$ cat src/inc/t8oc_map.vh
// Register map, field positions, reset values and mode codes of the timer compare unit
`ifndef T8OC_MAP_VH
`define T8OC_MAP_VH

// Byte offsets on the register bus
`define T8OC_OFF_MODE 8'h00
`define T8OC_OFF_COUNT 8'h04
`define T8OC_OFF_CMP_A 8'h08
`define T8OC_OFF_CMP_B 8'h0C
`define T8OC_OFF_OUTCTL 8'h10
`define T8OC_OFF_FLAGS 8'h14
`define T8OC_OFF_IRQEN 8'h18
`define T8OC_OFF_PORTCTL 8'h1C
`define T8OC_OFF_STATUS 8'h20

// Field positions
`define T8OC_MODE_WGM_LSB 0
`define T8OC_MODE_CS_LSB 4
`define T8OC_OUT_FORCE_LSB 6
`define T8OC_FLAG_OVF 0
`define T8OC_FLAG_CMP_LSB 1
`define T8OC_PORT_DIR_LSB 2

// Reset values
`define T8OC_RST_BYTE 8'h00
`define T8OC_RST_COM 4'h0

// Waveform modes
`define T8OC_WGM_NORMAL 3'h0
`define T8OC_WGM_PHASE_FF 3'h1
`define T8OC_WGM_CTC 3'h2
`define T8OC_WGM_FAST_FF 3'h3
`define T8OC_WGM_PHASE_CMP 3'h5
`define T8OC_WGM_FAST_CMP 3'h7

// Compare output mode codes
`define T8OC_COM_OFF 2'h0
`define T8OC_COM_TOGGLE 2'h1
`define T8OC_COM_CLEAR 2'h2
`define T8OC_COM_SET 2'h3

// Counter limits
`define T8OC_MAX 8'hFF
`define T8OC_BOTTOM 8'h00

`endif

$ cat src/rtl/t8oc_counter.v
// Prescaler and up or up-down counter of the timer
`timescale 1ns/1ps
`include "t8oc_map.vh"

module t8oc_counter
(
    input wire ref_clk,
    input wire rst_b,
    input wire [2:0] clk_sel,
    input wire up_down,
    input wire [7:0] top_val,
    input wire load,
    input wire [7:0] load_val,
    output wire [7:0] count,
    output wire tick,
    output wire dir_down,
    output wire top_evt,
    output wire bottom_evt
);
    reg [9:0] presc_reg;
    reg [7:0] count_reg;
    reg [7:0] count_next;
    reg dir_reg;
    reg dir_next;
    reg [9:0] mask;

    // Divider mask per clock select
    always @*
    begin
        case (clk_sel)
            3'h1: mask = 10'h000;
            3'h2: mask = 10'h007;
            3'h3: mask = 10'h01F;
            3'h4: mask = 10'h03F;
            3'h5: mask = 10'h07F;
            3'h6: mask = 10'h0FF;
            3'h7: mask = 10'h3FF;
            default: mask = 10'h000;
        endcase
    end

    assign tick = (clk_sel != 3'h0) && ((presc_reg & mask) == mask);
    assign count = count_reg;
    assign dir_down = dir_reg;
    assign top_evt = tick && (count_reg == top_val);
    assign bottom_evt = up_down ? (tick && dir_reg && (count_reg == `T8OC_BOTTOM)) : top_evt;

    // Next count and direction
    always @*
    begin
        count_next = count_reg;
        dir_next = dir_reg;
        if (!up_down)
            dir_next = 1'b0;
        if (load)
            count_next = load_val;
        else if (tick)
        begin
            if (!up_down)
                count_next = (count_reg == top_val) ? `T8OC_BOTTOM : count_reg + 8'h01;
            else if (dir_reg)
            begin
                if (count_reg == `T8OC_BOTTOM)
                begin
                    dir_next = 1'b0;
                    count_next = count_reg + 8'h01;
                end
                else
                    count_next = count_reg - 8'h01;
            end
            else if (count_reg == top_val)
            begin
                dir_next = 1'b1;
                count_next = count_reg - 8'h01;
            end
            else
                count_next = count_reg + 8'h01;
        end
    end

    // Prescaler and counter state
    always @(posedge ref_clk or negedge rst_b)
    begin
        if (!rst_b)
        begin
            presc_reg <= 10'h000;
            count_reg <= `T8OC_RST_BYTE;
            dir_reg <= 1'b0;
        end
        else
        begin
            presc_reg <= presc_reg + 10'h001;
            count_reg <= count_next;
            dir_reg <= dir_next;
        end
    end
endmodule

$ cat src/rtl/t8oc_channel.v
// One compare channel: buffered compare value and match detect
`timescale 1ns/1ps
`include "t8oc_map.vh"

module t8oc_channel
(
    input wire ref_clk,
    input wire rst_b,
    input wire wr_en,
    input wire [7:0] wr_data,
    input wire dbl_buf,
    input wire update,
    input wire [7:0] count,
    input wire tick,
    input wire block,
    output wire match,
    output wire [7:0] active,
    output wire [7:0] read_val
);
    reg [7:0] buf_reg;
    reg [7:0] active_reg;

    assign active = active_reg;
    assign read_val = dbl_buf ? buf_reg : active_reg;
    assign match = tick && !block && (count == active_reg);

    // Buffer and active compare value
    always @(posedge ref_clk or negedge rst_b)
    begin
        if (!rst_b)
        begin
            buf_reg <= `T8OC_RST_BYTE;
            active_reg <= `T8OC_RST_BYTE;
        end
        else
        begin
            if (wr_en)
                buf_reg <= wr_data;
            if (wr_en && !dbl_buf)
                active_reg <= wr_data;
            else if (dbl_buf && update)
                active_reg <= buf_reg;
        end
    end
endmodule

$ cat src/rtl/t8oc_top.v
// Eight-bit timer output compare unit with a classic Wishbone register slave
//
// How it works
// - PWM modes write compare value into buffer
// - Normal and clear-on-match write compare directly
// - Buffer copies to active at top/bottom
// - Bus reaches buffer or active per mode
// - Force strobe acts as match outside PWM
// - Forced compare sets no flag, keeps counter
// - Forced compare applies mode bits like match
// - Counter write blocks next timer-clock match
// - Output state survives waveform mode changes
// - Mode bits act at once, unbuffered
// - Mode bits pick output state on match
// - Mode bits pick pin source
// - Output state is internal register, not pin
// - Match sets flag; vector or write-one clears
// - Request needs enable, global enable, flag
//
// Added by the designer: the address map and the Wishbone interface to the registers.
`timescale 1ns/1ps
`include "t8oc_map.vh"

module t8oc_top
#(
    parameter CHANNELS = 2
)
(
    input wire ref_clk,
    input wire rst_b,
    input wire wb_cyc_i,
    input wire wb_stb_i,
    input wire wb_we_i,
    input wire [7:0] wb_adr_i,
    input wire [3:0] wb_sel_i,
    input wire [31:0] wb_dat_i,
    output wire [31:0] wb_dat_o,
    output wire wb_ack_o,
    input wire global_irq_enable,
    input wire [1:0] vector_ack,
    output wire [1:0] compare_irq,
    output wire overflow_irq,
    output wire [1:0] oc_pin_out,
    output wire [1:0] oc_pin_oe
);
    reg ack_reg;
    reg [31:0] dat_reg;
    reg [31:0] dat_next;
    reg [2:0] wgm_reg;
    reg [2:0] cs_reg;
    reg [3:0] com_reg;
    reg [2:0] flag_reg;
    reg [2:0] flag_next;
    reg [2:0] irqen_reg;
    reg [1:0] port_data_reg;
    reg [1:0] port_dir_reg;
    reg block_reg;
    reg [1:0] oc_reg;
    reg [1:0] oc_next;
    reg [1:0] pin_out_reg;
    reg [1:0] pin_next;
    reg [1:0] pin_oe_reg;

    wire req;
    wire wr_take;
    wire wr_lane;
    wire [7:0] wbyte;
    wire wr_mode;
    wire wr_count;
    wire wr_outctl;
    wire wr_flags;
    wire wr_irqen;
    wire wr_port;
    wire [1:0] wr_cmp;
    wire [1:0] force_hit;
    wire is_phase;
    wire is_fast;
    wire is_pwm;
    wire top_is_cmp;
    wire [7:0] top_val;
    wire [7:0] count;
    wire tick;
    wire dir_down;
    wire top_evt;
    wire bottom_evt;
    wire update;
    wire ovf_evt;
    wire [1:0] match;
    wire [7:0] active_a;
    wire [7:0] active_b;
    wire [7:0] read_a;
    wire [7:0] read_b;

    // Bus request decode; a write lands on the edge where ack is high
    assign req = wb_cyc_i && wb_stb_i;
    assign wr_take = req && wb_we_i && ack_reg;
    assign wr_lane = wr_take && wb_sel_i[0];
    assign wbyte = wb_dat_i[7:0];
    assign wr_mode = wr_lane && (wb_adr_i == `T8OC_OFF_MODE);
    assign wr_count = wr_lane && (wb_adr_i == `T8OC_OFF_COUNT);
    assign wr_cmp[0] = wr_lane && (wb_adr_i == `T8OC_OFF_CMP_A);
    assign wr_cmp[1] = wr_lane && (wb_adr_i == `T8OC_OFF_CMP_B);
    assign wr_outctl = wr_lane && (wb_adr_i == `T8OC_OFF_OUTCTL);
    assign wr_flags = wr_lane && (wb_adr_i == `T8OC_OFF_FLAGS);
    assign wr_irqen = wr_lane && (wb_adr_i == `T8OC_OFF_IRQEN);
    assign wr_port = wr_lane && (wb_adr_i == `T8OC_OFF_PORTCTL);

    // Force strobes only count outside PWM modes
    assign force_hit = (wr_outctl && !is_pwm) ?
        wbyte[`T8OC_OUT_FORCE_LSB+1:`T8OC_OUT_FORCE_LSB] : 2'b00;

    assign wb_ack_o = ack_reg;
    assign wb_dat_o = dat_reg;

    // Waveform mode classes
    assign is_phase = (wgm_reg == `T8OC_WGM_PHASE_FF) || (wgm_reg == `T8OC_WGM_PHASE_CMP);
    assign is_fast = (wgm_reg == `T8OC_WGM_FAST_FF) || (wgm_reg == `T8OC_WGM_FAST_CMP);
    assign is_pwm = is_phase || is_fast;
    assign top_is_cmp = (wgm_reg == `T8OC_WGM_CTC) || (wgm_reg == `T8OC_WGM_PHASE_CMP)
        || (wgm_reg == `T8OC_WGM_FAST_CMP);
    assign top_val = top_is_cmp ? active_a : `T8OC_MAX;

    // Buffered compare values follow top in phase mode, bottom in fast mode
    assign update = is_phase ? top_evt : bottom_evt;
    assign ovf_evt = is_pwm ? bottom_evt : (tick && (count == `T8OC_MAX));

    t8oc_counter u_counter
    (
        .ref_clk(ref_clk),
        .rst_b(rst_b),
        .clk_sel(cs_reg),
        .up_down(is_phase),
        .top_val(top_val),
        .load(wr_count),
        .load_val(wbyte),
        .count(count),
        .tick(tick),
        .dir_down(dir_down),
        .top_evt(top_evt),
        .bottom_evt(bottom_evt)
    );

    t8oc_channel u_chan_a
    (
        .ref_clk(ref_clk),
        .rst_b(rst_b),
        .wr_en(wr_cmp[0]),
        .wr_data(wbyte),
        .dbl_buf(is_pwm),
        .update(update),
        .count(count),
        .tick(tick),
        .block(block_reg),
        .match(match[0]),
        .active(active_a),
        .read_val(read_a)
    );

    t8oc_channel u_chan_b
    (
        .ref_clk(ref_clk),
        .rst_b(rst_b),
        .wr_en(wr_cmp[1]),
        .wr_data(wbyte),
        .dbl_buf(is_pwm),
        .update(update),
        .count(count),
        .tick(tick),
        .block(block_reg),
        .match(match[1]),
        .active(active_b),
        .read_val(read_b)
    );

    // Output state and pin source per channel
    genvar gi;
    generate
        for (gi = 0; gi < CHANNELS; gi = gi + 1)
        begin : g_out
            wire [1:0] com;
            wire cmp_toggle_ok;
            // Mode bits written in this cycle act at once, a force in the same write too
            assign com = wr_outctl ? wbyte[2*gi+1:2*gi] : com_reg[2*gi+1:2*gi];
            // Toggle in PWM only for channel A when it sets the top
            assign cmp_toggle_ok = (gi == 0) && top_is_cmp;

            // Next internal output state
            always @*
            begin
                oc_next[gi] = oc_reg[gi];
                if (!is_pwm)
                begin
                    if (match[gi] || force_hit[gi])
                    begin
                        case (com)
                            `T8OC_COM_TOGGLE: oc_next[gi] = ~oc_reg[gi];
                            `T8OC_COM_CLEAR: oc_next[gi] = 1'b0;
                            `T8OC_COM_SET: oc_next[gi] = 1'b1;
                            default: oc_next[gi] = oc_reg[gi];
                        endcase
                    end
                end
                else if (is_fast)
                begin
                    if (match[gi])
                    begin
                        case (com)
                            `T8OC_COM_TOGGLE: oc_next[gi] = cmp_toggle_ok ? ~oc_reg[gi] : oc_reg[gi];
                            `T8OC_COM_CLEAR: oc_next[gi] = 1'b0;
                            `T8OC_COM_SET: oc_next[gi] = 1'b1;
                            default: oc_next[gi] = oc_reg[gi];
                        endcase
                    end
                    if (bottom_evt && com[1])
                        oc_next[gi] = (com == `T8OC_COM_CLEAR);
                end
                else if (match[gi])
                begin
                    case (com)
                        `T8OC_COM_TOGGLE: oc_next[gi] = cmp_toggle_ok ? ~oc_reg[gi] : oc_reg[gi];
                        `T8OC_COM_CLEAR: oc_next[gi] = dir_down;
                        `T8OC_COM_SET: oc_next[gi] = !dir_down;
                        default: oc_next[gi] = oc_reg[gi];
                    endcase
                end
            end

            // Pin takes the output state unless mode bits leave it to the port
            always @*
            begin
                if ((com == `T8OC_COM_OFF) || (is_pwm && (com == `T8OC_COM_TOGGLE)
                    && !cmp_toggle_ok))
                    pin_next[gi] = port_data_reg[gi];
                else
                    pin_next[gi] = oc_reg[gi];
            end
        end
    endgenerate

    // Flags: hardware set wins over vector or write-one clear
    always @*
    begin
        flag_next = flag_reg;
        if (wr_flags)
            flag_next = flag_reg & ~wbyte[2:0];
        flag_next[`T8OC_FLAG_CMP_LSB+1:`T8OC_FLAG_CMP_LSB] =
            flag_next[`T8OC_FLAG_CMP_LSB+1:`T8OC_FLAG_CMP_LSB] & ~vector_ack;
        flag_next[`T8OC_FLAG_OVF] = flag_next[`T8OC_FLAG_OVF] | ovf_evt;
        // Only real matches set a compare flag; forcing never does
        flag_next[`T8OC_FLAG_CMP_LSB+1:`T8OC_FLAG_CMP_LSB] =
            flag_next[`T8OC_FLAG_CMP_LSB+1:`T8OC_FLAG_CMP_LSB] | match;
    end

    // Requests need enable, global enable and flag together
    assign compare_irq = flag_reg[`T8OC_FLAG_CMP_LSB+1:`T8OC_FLAG_CMP_LSB]
        & irqen_reg[`T8OC_FLAG_CMP_LSB+1:`T8OC_FLAG_CMP_LSB]
        & {2{global_irq_enable}};
    assign overflow_irq = flag_reg[`T8OC_FLAG_OVF] && irqen_reg[`T8OC_FLAG_OVF]
        && global_irq_enable;

    assign oc_pin_out = pin_out_reg;
    assign oc_pin_oe = pin_oe_reg;

    // Read data mux, loaded as ack rises
    always @*
    begin
        dat_next = 32'h00000000;
        case (wb_adr_i)
            `T8OC_OFF_MODE: dat_next[7:0] = {1'b0, cs_reg, 1'b0, wgm_reg};
            `T8OC_OFF_COUNT: dat_next[7:0] = count;
            `T8OC_OFF_CMP_A: dat_next[7:0] = read_a;
            `T8OC_OFF_CMP_B: dat_next[7:0] = read_b;
            `T8OC_OFF_OUTCTL: dat_next[7:0] = {4'h0, com_reg};
            `T8OC_OFF_FLAGS: dat_next[7:0] = {5'h00, flag_reg};
            `T8OC_OFF_IRQEN: dat_next[7:0] = {5'h00, irqen_reg};
            `T8OC_OFF_PORTCTL: dat_next[7:0] = {4'h0, port_dir_reg, port_data_reg};
            `T8OC_OFF_STATUS: dat_next[7:0] = {4'h0, block_reg, dir_down, oc_reg};
            default: dat_next = 32'h00000000;
        endcase
    end

    // Bus handshake: one wait cycle, ack for one cycle
    always @(posedge ref_clk or negedge rst_b)
    begin
        if (!rst_b)
        begin
            ack_reg <= 1'b0;
            dat_reg <= 32'h00000000;
        end
        else
        begin
            ack_reg <= req && !ack_reg;
            if (req && !ack_reg && !wb_we_i)
                dat_reg <= dat_next;
        end
    end

    // Control registers
    always @(posedge ref_clk or negedge rst_b)
    begin
        if (!rst_b)
        begin
            wgm_reg <= `T8OC_WGM_NORMAL;
            cs_reg <= 3'h0;
            com_reg <= `T8OC_RST_COM;
            irqen_reg <= 3'h0;
            port_data_reg <= 2'h0;
            port_dir_reg <= 2'h0;
        end
        else
        begin
            if (wr_mode)
            begin
                wgm_reg <= wbyte[`T8OC_MODE_WGM_LSB+2:`T8OC_MODE_WGM_LSB];
                cs_reg <= wbyte[`T8OC_MODE_CS_LSB+2:`T8OC_MODE_CS_LSB];
            end
            if (wr_outctl)
                com_reg <= wbyte[3:0];
            if (wr_irqen)
                irqen_reg <= wbyte[2:0];
            if (wr_port)
            begin
                port_data_reg <= wbyte[1:0];
                port_dir_reg <= wbyte[`T8OC_PORT_DIR_LSB+1:`T8OC_PORT_DIR_LSB];
            end
        end
    end

    // Match blocking after a counter write, held until the next timer tick
    always @(posedge ref_clk or negedge rst_b)
    begin
        if (!rst_b)
            block_reg <= 1'b0;
        else if (wr_count)
            block_reg <= 1'b1;
        else if (tick)
            block_reg <= 1'b0;
    end

    // Output state, flags and pin drivers
    always @(posedge ref_clk or negedge rst_b)
    begin
        if (!rst_b)
        begin
            oc_reg <= 2'h0;
            flag_reg <= 3'h0;
            pin_out_reg <= 2'h0;
            pin_oe_reg <= 2'h0;
        end
        else
        begin
            oc_reg <= oc_next;
            flag_reg <= flag_next;
            pin_out_reg <= pin_next;
            pin_oe_reg <= port_dir_reg;
        end
    end
endmodule

$ cat config.mk
export PLATFORM = sky130hd
export DESIGN_NAME = t8oc_top
export DESIGN_NICKNAME = d
export VERILOG_FILES = /design/src/rtl/t8oc_counter.v /design/src/rtl/t8oc_channel.v /design/src/rtl/t8oc_top.v
export VERILOG_INCLUDE_DIRS = /design/src /design/src/inc
export SDC_FILE = /design/constraint.sdc
export NUM_CORES = 1
export LEC_CHECK = 0
export BUFFER_PORTS_ARGS = -buffer_cell sky130_fd_sc_hd__buf_2
export CAP_MARGIN = 20
export CORE_ASPECT_RATIO = 1.5
export CORE_MARGIN = 5
export CORE_UTILIZATION = 35
export CTS_CLUSTER_DIAMETER = 30
export DETAILED_ROUTE_END_ITERATION = 7
export PLACE_DENSITY = 0.5
export SLEW_MARGIN = 10
export SYNTH_ARGS = -nofsm -noshare
export SYNTH_HDL_FRONTEND = slang
export SYNTH_SLANG_ARGS = --single-unit
$ cat constraint.sdc
create_clock -name ref_clk -period 4.4 [get_ports ref_clk]
set_input_delay 0.88 -clock ref_clk [delete_from_list [all_inputs] [get_ports ref_clk]]
set_output_delay 0.88 -clock ref_clk [all_outputs]
set_load 0.03 [all_outputs]
==> impl_results.md, run 1 <==
* Outcome: finished clean
* Die area at approximately 18000 um^2
* Clock Sinks at between 80 and 90
* Fmax at 327.4 MHz
* Clk_lat worst skew at ~0.35 ns
* Vias/cell at between 5 and 6
* Cell Area, Synth at 5388 um^2
* First DRT Iteration DRCs at about 300
* Number of synthesized register bits at 87
* Slew HR at between 40% and 50%
* Die span in y at between 150 and 200 um
* Ant diodes at 0
* Post-CTS setup buffers at 0
* CP Capture Type: flop
* Max FO, Critical Path at 12
* Synth top area cells: dfrtp_1 (40%), mux2_2 (7.1%), mux2i_1 (4.3%), nand2_1 (3.8%), buf_4 (3.6%)
* Setup tns final at 0 ns
* Vias in the first global route at 4453
* Kind of critical path: reg2reg
* TritonCTS Buffers at 9
* Post-CTS Hold Buffers at 0
* Antenna viol nets, final at 0
* All-layer global routing usage at between 15 and 20%
* Row count at 55
* Post-synth ARST share at 100.0%
* FF-to-FF Start: u_counter.count[6]$_DFFE_PN0P_
* Most common cell after layout, fill and taps aside: dfrtp_1
* Final setup vio count at 0
* CP required at roughly 4.6 ns
* Comb power frac at 8.0%
* Worst vdd ir at roughly 0.00015 V
* Root Buffer: clkbuf_16
* Worst min path class: reg2reg
* Net Sw Frac at a little over a quarter
* Reg2Reg Setup Slack at 1.35 ns
* CP Launch Type: flop
* Synth Instances at around 550
* Crit path launch: u_counter.count[6]$_DFFE_PN0P_
* Synth cell types at 81
* DRC at 0
* Period utilization at 69.43%
* GRT overflow at 0
* Synth warn at 0
* Input/output buffers at 40
* Critical Path End: oc_reg[0]$_DFFE_PN0P_
* CTS resizes at 0
* R2r worst-path depth at 7
* Most frequent cells in the layout: dfrtp_1 (87), nand2_1 (55), buf_2 (39)
* Primary FF master, synth: dfrtp_1
* Fin. Hold Viols at 0
* Die Wd at 111.3 um
* RSZ-0062 raised after global routing: false
* Post-layout util at about 39%
* First-pass DRT Iterations at 5
* H-tree depth at 3
* Core Region at ~15000 um^2
* Longest Clk Path Bufs at 2
* Wire per inst at around 20 um
* CTS tree: yes
* Pin count of the biggest net entering global routing at slightly below 50
* Area growth syn-to-layout at 10.73%
* Clk_skew at about 0.009 ns
* Global-route wire length before repair at roughly 25000 um
* Sequential share of power at a little under half
* Minimum clock period at 3.055 ns
* Initial antenna violation count at 0
* I/O pins at 92
* Crit path DAT at 3.28 ns
* Layout cell share with drive strength beyond 1 at between 20% and 30%
* Detailed placer's ending HPWL at 11990 um
* Post-synth top area cell: dfrtp_1
* Mean Syn Cell Area at 9.832 um^2
* MaxCap Viol Count at 0
* Max reg flops at 10
* Clock-pin slew on the worst setup and hold paths at roughly 0.060 ns
* Hold Slack at 0.4054 ns
* Yosys top cell area share at about 40%
* DR vias at ~4400
* Worst Tran Pin Value at between 0.8 and 0.9 ns
* LEAKAGE at between 2 and 3 nW
* Clock Power Share at 44.7%
* Post-Route WL at about 16000 um
* Starting Density at a little over a third
* Number of synthesized flops with an enable pin at 0
* GPL Wtd Cong at about 0.86
* Post-Layout Inst Area at 5966 um^2
* Register area share after synthesis at between 40% and 50%
* Reg2reg end: oc_reg[0]$_DFFE_PN0P_
* Int Pwr at between 0.001 and 0.0015 W
* Placed Instance Area at 5668 um^2
* Pins Over Slew Limit at 0
* Power Density at approximately 290 nW/um^2
* # nets final at approximately 630
* Switch Pwr at between 0.0004 and 0.0005 W
==> area by class of cell <==
cell class                 count  area [um^2]
clock buffer                  10        229.0
clock inverter                 6        68.82
fill                        1541         9174
inverter                      18        67.56
multi-input combinational    413         2912
sequential                    87         2177
tap                          199        249.0
timing repair buffer          48        262.8
==> logic make-up after synthesis <==
| kind of cell | Yosys count | share of synthesized area (%) |
|---|---|---|
| AND/OR/NAND/NOR | 185 | 18.42 |
| AO/OA/AOI/OAI | 116 | 16.12 |
| flip-flops | 87 | 40.41 |
| buffers and inverters | 71 | 7.269 |
| multiplexers | 61 | 13.05 |
| XOR/XNOR | 23 | 3.739 |
| adder cells (fa/ha/maj) | 4 | 0.9290 |
| other | 1 | 0.06960 |
==> power groups by stage <==
stage,logic [W],registers (W),clock network [W]
finish,0.000140,0.000828,0.000782
global route,0.000154,0.000829,0.000828
CTS,0.000142,0.000828,0.000794
detailed placement,0.000142,0.000843,0
global placement,0.000140,0.000843,0
floorplan,0.0000946,0.000843,0
==> how the worst min path moves through the flow <==
stage	cells after the start	to	startpoint	slack [ns]
after floorplan	0	oc_pin_oe[0]$_DFF_PN0_	port_dir_reg[0]$_DFFE_PN0P_	0.37
after global placement	0	oc_pin_oe[0]$_DFF_PN0_	port_dir_reg[0]$_DFFE_PN0P_	0.39
after detailed placement	0	oc_pin_oe[0]$_DFF_PN0_	port_dir_reg[0]$_DFFE_PN0P_	0.39
after CTS	0	oc_pin_oe[0]$_DFF_PN0_	port_dir_reg[0]$_DFFE_PN0P_	0.40
after global routing	0	oc_pin_oe[0]$_DFF_PN0_	port_dir_reg[0]$_DFFE_PN0P_	0.42
final	0	oc_pin_oe[0]$_DFF_PN0_	port_dir_reg[0]$_DFFE_PN0P_	0.41
==> stage by stage <==
stage / setup WS [ns] / cells / power, W
after floorplan: 1.595 / 571 / 0.0009381
after global routing: 1.109 / 781 / 0.001811
after detailed placement: 0.9877 / 765 / 0.0009850
after global placement: 1.000 / 765 / 0.0009830
after CTS: 1.328 / 781 / 0.001764
final: 1.345 / 781 / 0.001750
==> Yosys cell counts (2+ instances only) <==
library cell and count:
o211ai_1 5, buf_4 26, clkbuf_1 16, nor4b_2 2
nand3_1 14, and4_1 2, mux4_2 4, a31o_2 4
buf_2 7, and3_1 11, a31oi_2 2, a22o_1 6
a222oi_1 6, a41oi_1 2, nand4_1 6, a211oi_1 4
nand3b_1 2, buf_1 2, a21oi_1 15, nor2b_1 8
nor4_1 4, dfrtp_1 87, nand2b_1 8, or3_1 5
inv_1 17, mux2i_1 23, o221a_1 2, o21ai_1 7
nor3_1 15, o21ai_2 5, o21a_1 2, nor2_1 31
o2111ai_1 2, and2_1 10, o21ai_0 18, xor2_1 9
o22ai_1 3, mux2_2 34, xnor2_1 14, ha_1 4
nand2_1 55, a31oi_1 5, a311oi_1 2, a22oi_1 5
==> worst max-delay path, stage by stage (launching register included) <==
cell and delay (ns):
dfrtp_1 0.60, nor2b_1 0.24, a2111oi_1 0.53, nand3_1 0.17, nor4b_2 0.61, a221oi_1 0.16
o2111a_1 0.27, or3_1 0.36
==> metal layers <==
layer	vias up	GRT usage [%]	part of all wire, %
li1	2016	-	-
met1	2151	20.91	39
met2	158	31.36	52
met3	40	2.907	4.9
met4	0	10.18	4.0
met5	-	0	0
Note: power is estimated with default switching activity, not from simulation.
==> run 2, diff against run 1 <==
--- a/config.mk
+++ b/config.mk
@@ -13,7 +13,7 @@
 export CORE_UTILIZATION = 35
 export CTS_CLUSTER_DIAMETER = 30
 export DETAILED_ROUTE_END_ITERATION = 7
-export PLACE_DENSITY = 0.5
+export PLACE_DENSITY = 0.52
 export SLEW_MARGIN = 10
 export SYNTH_ARGS = -nofsm -noshare
 export SYNTH_HDL_FRONTEND = slang
==> constraint.sdc (replaced) <==
create_clock -name ref_clk -period 2.75 [get_ports ref_clk]
set_input_delay 0.55 -clock ref_clk [delete_from_list [all_inputs] [get_ports ref_clk]]
set_output_delay 0.55 -clock ref_clk [all_outputs]
set_load 0.03 [all_outputs]
==> impl_results.md, run 2 (synthesis gave the netlist of run 1 again) <==
* CP Launch Type: flop
* Crit path max-delay cell type: dfrtp_1
* Area growth syn-to-layout at 15.91%
* Global-route wire length before repair at 26330 um
* CP required at around 3 ns
* Kind of critical path: reg2reg
* Placed Instance Area at ~5900 um^2
* WP buf/inv at 2
* Max incr delay on CP at ~0.44 ns
* Worst Tran Pin Value at approximately 0.67 ns
* Most frequent cells in the layout: dfrtp_1 (86), nand2_1 (55), buf_2 (39)
* Worst vdd ir at about 0.00029 V
* Worst min path class: in2async
* Clk_lat worst skew at roughly 0.34 ns
* Die area at 18030 um^2
* Placed instance count at 795
* Most common cell after layout, fill and taps aside: dfrtp_1
* Total power at 0.002864 W
* GRT overflow at 0
* Outcome: finished clean
* First-pass DRT Iterations at 5
* Crit path DAT at 2.80 ns
* Clock Sinks at slightly below 90
* Ant diodes at 0
* Post-route non-filler standard cell count at just over 800
* Pins Over Slew Limit at 0
* Die span in y at around 160 um
* All-layer global routing usage at a little under a fifth
* LEAKAGE at between 2 and 3 nW
* RSZ-0062 raised after global routing: false
* CP most frequent cell: buf_4
* Setup tns final at 0 ns
* Initial antenna violation count at 0
* Post-Route WL at between 15000 and 20000 um
* Crit-path leading delay family: compound AO/OA/AOI/OAI gates
* Core Region at roughly 15000 um^2
* GPL Wtd Cong at between 0.9 and 1
* I/O pins at 92
* CP Capture Type: flop
* CTS resizes at 0
* Clock-pin slew on the worst setup and hold paths at ~0.060 ns
* DRC at 0
* Max reg flops at 10
* Layout cell share with drive strength beyond 1 at about a quarter
* Post-CTS Hold Buffers at 0
* Detailed placer's ending HPWL at about 13000 um
* Final worst slack at between 0.2 and 0.25 ns
* Slew HR at a little under three fifths
* Fin. Hold Viols at 0
* Fmax at 392.3 MHz
* CTS tree: yes
* Minimum clock period at 2.549 ns
* Pin count of the biggest net entering global routing at 58
* Antenna viol nets, final at 0
* Power Density at approximately 460 nW/um^2
* Input/output buffers at 40
* Post-Layout Inst Area at ~6200 um^2
* Row count at 55
* MaxCap Viol Count at 0
* Die Wd at about 110 um
* Post-CTS setup buffers at 0
* H-tree depth at 3
* Clk_skew at roughly 0.0061 ns
* Period utilization at 92.68%
* Vias/cell at 5.460
* Place WS at about 0.15 ns
* TritonCTS Buffers at 9
* DR vias at 4428
* Root Buffer: clkbuf_16
* Wire per inst at approximately 21 um
* CP cell instances: buf_4 -> nand2b_1 -> o221ai_1 -> a211oi_2 -> nand2_1 -> buf_4 -> o2111ai_1 -> a31oi_1 -> a41oi_1
* Vias in the first global route at between 4000 and 5000
* Max FO, Critical Path at 7
* First DRT Iteration DRCs at 290
* # nets final at approximately 660
* Starting Density at ~36%
* Longest Clk Path Bufs at 2
* Final setup vio count at 0
==> run 2: layout make-up <==
cell class / instances / area [um^2]
Inverter: 18 / 67.56
Fill cell: 1497 / 8895
Timing Repair Buffer: 78 / 525.5
Sequential cell: 87 / 2178
Clock inverter: 3 / 67.56
Tap cell: 199 / 249.0
Multi-Input combinational cell: 413 / 2917
Clock buffer: 13 / 240.2
==> run 2: metrics by stage <==
step | utilization [%] | hold WS, ns
2_1_floorplan | - | 0.2544
3_3_place_gp | 39.17 | 0.3915
3_5_place_dp | 39.17 | 0.4077
4_1_cts | 41.21 | 0.1818
5_1_grt | 41.25 | 0.1993
6_report | 41.25 | 0.1605
==> run 2: power breakdown <==
group	internal (W)	leakage, nW	total, W	switching, W
sequential	0.00130	1.11	0.00132	0.0000191
combinational	0.0000718	1.56	0.000251	0.000180
clock	0.000798	0.144	0.00130	0.000499
==> run 2: worst reg2reg max path: stages, from the launching register on <==
cell and delay [ns]:
dfrtp_1 0.44, buf_4 0.17, nand2b_1 0.09, o221ai_1 0.16
a211oi_2 0.44, nand2_1 0.28, buf_4 0.25, o2111ai_1 0.30
a31oi_1 0.13, a41oi_1 0.19
==> run 2: worst paths after layout <==
check / from / endpoint / slack [ns] / depth (start not counted)
max reg2reg: u_counter.count[2]$_DFFE_PN0P_ / oc_reg[1]$_DFFE_PN0P_ / 0.20 / 9
min in group ref_clk: port_dir_reg[0]$_DFFE_PN0P_ / oc_pin_oe[0]$_DFF_PN0_ / 0.41 / 0
max: u_counter.count[2]$_DFFE_PN0P_ / oc_reg[1]$_DFFE_PN0P_ / 0.20 / 9
min: rst_b / u_counter.count[2]$_DFFE_PN0P_ / 0.16 / 1
min reg2reg: port_dir_reg[0]$_DFFE_PN0P_ / oc_pin_oe[0]$_DFF_PN0_ / 0.41 / 0
max in group asynchronous: rst_b / u_counter.count[3]$_DFFE_PN0P_ / 1.90 / 2
==> run 2: layer usage <==
layer	track usage [%]	wire length [um]	vias to the layer above
met4	9.629	774	0
li1	-	-	2066
met1	19.97	6183	2188
met2	35.37	9057	129
met3	2.758	695	45
met5	0	0	-
==> run 3, diff against run 2 <==
--- a/config.mk
+++ b/config.mk
@@ -9,11 +9,10 @@
 export BUFFER_PORTS_ARGS = -buffer_cell sky130_fd_sc_hd__buf_2
 export CAP_MARGIN = 20
 export CORE_ASPECT_RATIO = 1.5
-export CORE_MARGIN = 5
-export CORE_UTILIZATION = 35
+export CORE_UTILIZATION = 50
 export CTS_CLUSTER_DIAMETER = 30
 export DETAILED_ROUTE_END_ITERATION = 7
-export PLACE_DENSITY = 0.52
+export PLACE_DENSITY = 0.71
 export SLEW_MARGIN = 10
 export SYNTH_ARGS = -nofsm -noshare
 export SYNTH_HDL_FRONTEND = slang
==> impl_results.md, run 3 (synthesis gave the netlist of run 1 again) <==
* Layout cell share with drive strength beyond 1 at about 26%
* WP buf/inv at 3
* Clock Power Share at a little under half
* Reg2reg end: oc_reg[1]$_DFFE_PN0P_
* Antenna viol nets, final at 0
* Die area at 11200 um^2
* Switch Pwr at a little over 0.0007 W
* First DRT Iteration DRCs at 430
* RSZ-0062 raised after global routing: false
* Worst vdd ir at just under 0.0003 V
* Post-Route WL at 14960 um
* Kind of critical path: reg2reg
* CP required at between 3 and 4 ns
* Most frequent cells in the layout: dfrtp_1 (87), nand2_1 (55), buf_2 (39)
* Crit-path leading delay family: simple AND/OR/NAND/NOR gates
* # nets final at approximately 660
* Most common cell after layout, fill and taps aside: dfrtp_1
* Max reg flops at 10
* CP most frequent cell: buf_4
* CTS resizes at 0
* Fmax at between 300 and 400 MHz
* Initial antenna violation count at 0
* Max FO, Critical Path at 8
* Power Density at about 470 nW/um^2
* FF-to-FF Start: u_counter.count[4]$_DFFE_PN0P_
* Hold Slack at 0.1905 ns
* First-pass DRT Iterations at 6
* Vias/cell at 6.101
* Crit path launch: u_counter.count[4]$_DFFE_PN0P_
* LEAKAGE at between 2 and 3 nW
* Int Pwr at approximately 0.0022 W
* GPL Wtd Cong at 0.9615
* Pins Over Slew Limit at 0
* GRT overflow at 0
* Critical Path End: oc_reg[1]$_DFFE_PN0P_
* Ant diodes at 0
* Row count at between 40 and 50
* Multi-input gate area at 2912 um^2
* Clock-pin slew on the worst setup and hold paths at ~0.06 ns
* Slew HR at ~62%
* Reg2Reg Setup Slack at ~0.23 ns
* Crit path DAT at ~2.8 ns
* Clk_lat worst skew at around 0.34 ns
* Clock Sinks at 87
* DR vias at 4606
* MaxCap Viol Count at 0
* Area growth syn-to-layout at 14.77%
* Max incr delay on CP at about 0.48 ns
* Die Wd at slightly below 90 um
* Outcome: finished clean
* Post-CTS setup buffers at 0
* CP cell instances: buf_4 -> buf_4 -> xnor2_1 -> nand3_1 -> nor4_1 -> buf_4 -> or3b_2 -> o2111ai_1 -> a31oi_1 -> a41oi_1
* H-tree depth at 3
* Starting Density at roughly half
* All-layer global routing usage at between 20% and 30%
* Setup tns final at 0 ns
* Vias in the first global route at 4570
* Die span in y at ~130 um
* TritonCTS Buffers at 9
* DRC at 0
* R2r worst-path depth at 10
* I/O pins at 92
* FILL cells at 910
* Wire per inst at roughly 20 um
* Sequential share of power at between 40% and 50%
* Final setup vio count at 0
* Pin count of the biggest net entering global routing at 47
* Worst min path class: in2async
* Minimum clock period at ~2.5 ns
* Input/output buffers at 40
* Fin. Hold Viols at 0
* Comb power frac at about 8.4%
* CTS tree: yes
* Longest Clk Path Bufs at 2
* CP Capture Type: flop
* Sequential cell area at approximately 2200 um^2
* Clk_skew at approximately 0.0048 ns
* Core Region at between 10000 and 15000 um^2
* Root Buffer: clkbuf_16
* Crit path max-delay cell type: or3b_2
* Net Sw Frac at around a quarter
* CP Depth at 10
* Post-layout util at 58.71%
* Period utilization at between 90 and 100%
* Post-CTS Hold Buffers at 0
* Global-route wire length before repair at around 24000 um
* CP Launch Type: flop
* Worst Tran Pin Value at about 0.57 ns
* Detailed placer's ending HPWL at 11300 um
==> run 3: metrics by stage <==
| stage | setup WS [ns] | power [W] | std cells | instance area, um^2 |
|---|---|---|---|---|
| finish | 0.2318 | 0.002897 | 755 | 6183 |
| detailed placement | 0.2031 | 0.001579 | 739 | 5854 |
| CTS | 0.2647 | 0.002922 | 755 | 6183 |
| global placement | 0.2515 | 0.001573 | 739 | 5854 |
| floorplan | 0.2747 | 0.001501 | 571 | 5474 |
| global route | 0.07022 | 0.003005 | 755 | 6183 |
==> run 3: final cells by class <==
type	instances	share of cell area, %
Multi-Input combinational cell	413	47.09
Sequential cell	87	35.21
Timing Repair Buffer	77	8.377
Clock buffer	9	3.642
Tap cell	144	2.914
Clock inverter	7	1.679
Inverter	18	1.093
==> run 3: how the worst min path moves through the flow <==
stage / from / end / slack [ns] / cells after the start
2_1_floorplan: rst_b / block_reg$_DFFE_PN0P_ / 0.25 / 0
6_report: rst_b / oc_pin_out[0]$_DFF_PN0_ / 0.19 / 1
3_3_place_gp: port_dir_reg[0]$_DFFE_PN0P_ / oc_pin_oe[0]$_DFF_PN0_ / 0.38 / 0
3_5_place_dp: port_dir_reg[0]$_DFFE_PN0P_ / oc_pin_oe[0]$_DFF_PN0_ / 0.39 / 0
4_1_cts: rst_b / oc_pin_out[0]$_DFF_PN0_ / 0.22 / 1
5_1_grt: rst_b / oc_pin_out[0]$_DFF_PN0_ / 0.24 / 1
==> run 3: per-layer routing <==
metal / track usage [%] / part of all wire, % / wire, um / vias to the layer above
met5: 0 / 0 / 0 / -
met4: 19.80 / 7.2 / 1073 / 0
met3: 4.650 / 4.6 / 684 / 75
met2: 47.34 / 50 / 7476 / 193
met1: 33.10 / 38 / 5721 / 2265
li1: - / - / - / 2073
==> run 3: power groups by stage <==
stage          Clock (W)  Sequential [W]  Combinational (W)
6_report         0.00134         0.00131           0.000243
5_1_grt          0.00143         0.00131           0.000265
4_1_cts          0.00137         0.00131           0.000242
3_5_place_dp           0         0.00134           0.000242
3_3_place_gp           0         0.00134           0.000236
2_1_floorplan          0         0.00135           0.000151
==> run 3: worst reg2reg max path, cell delays in order, from the launching register on <==
cell and delay, ns:
dfrtp_1 0.39, buf_4 0.16, buf_4 0.17, xnor2_1 0.18, nand3_1 0.11, nor4_1 0.29
buf_4 0.18, or3b_2 0.48, o2111ai_1 0.17, a31oi_1 0.13, a41oi_1 0.17
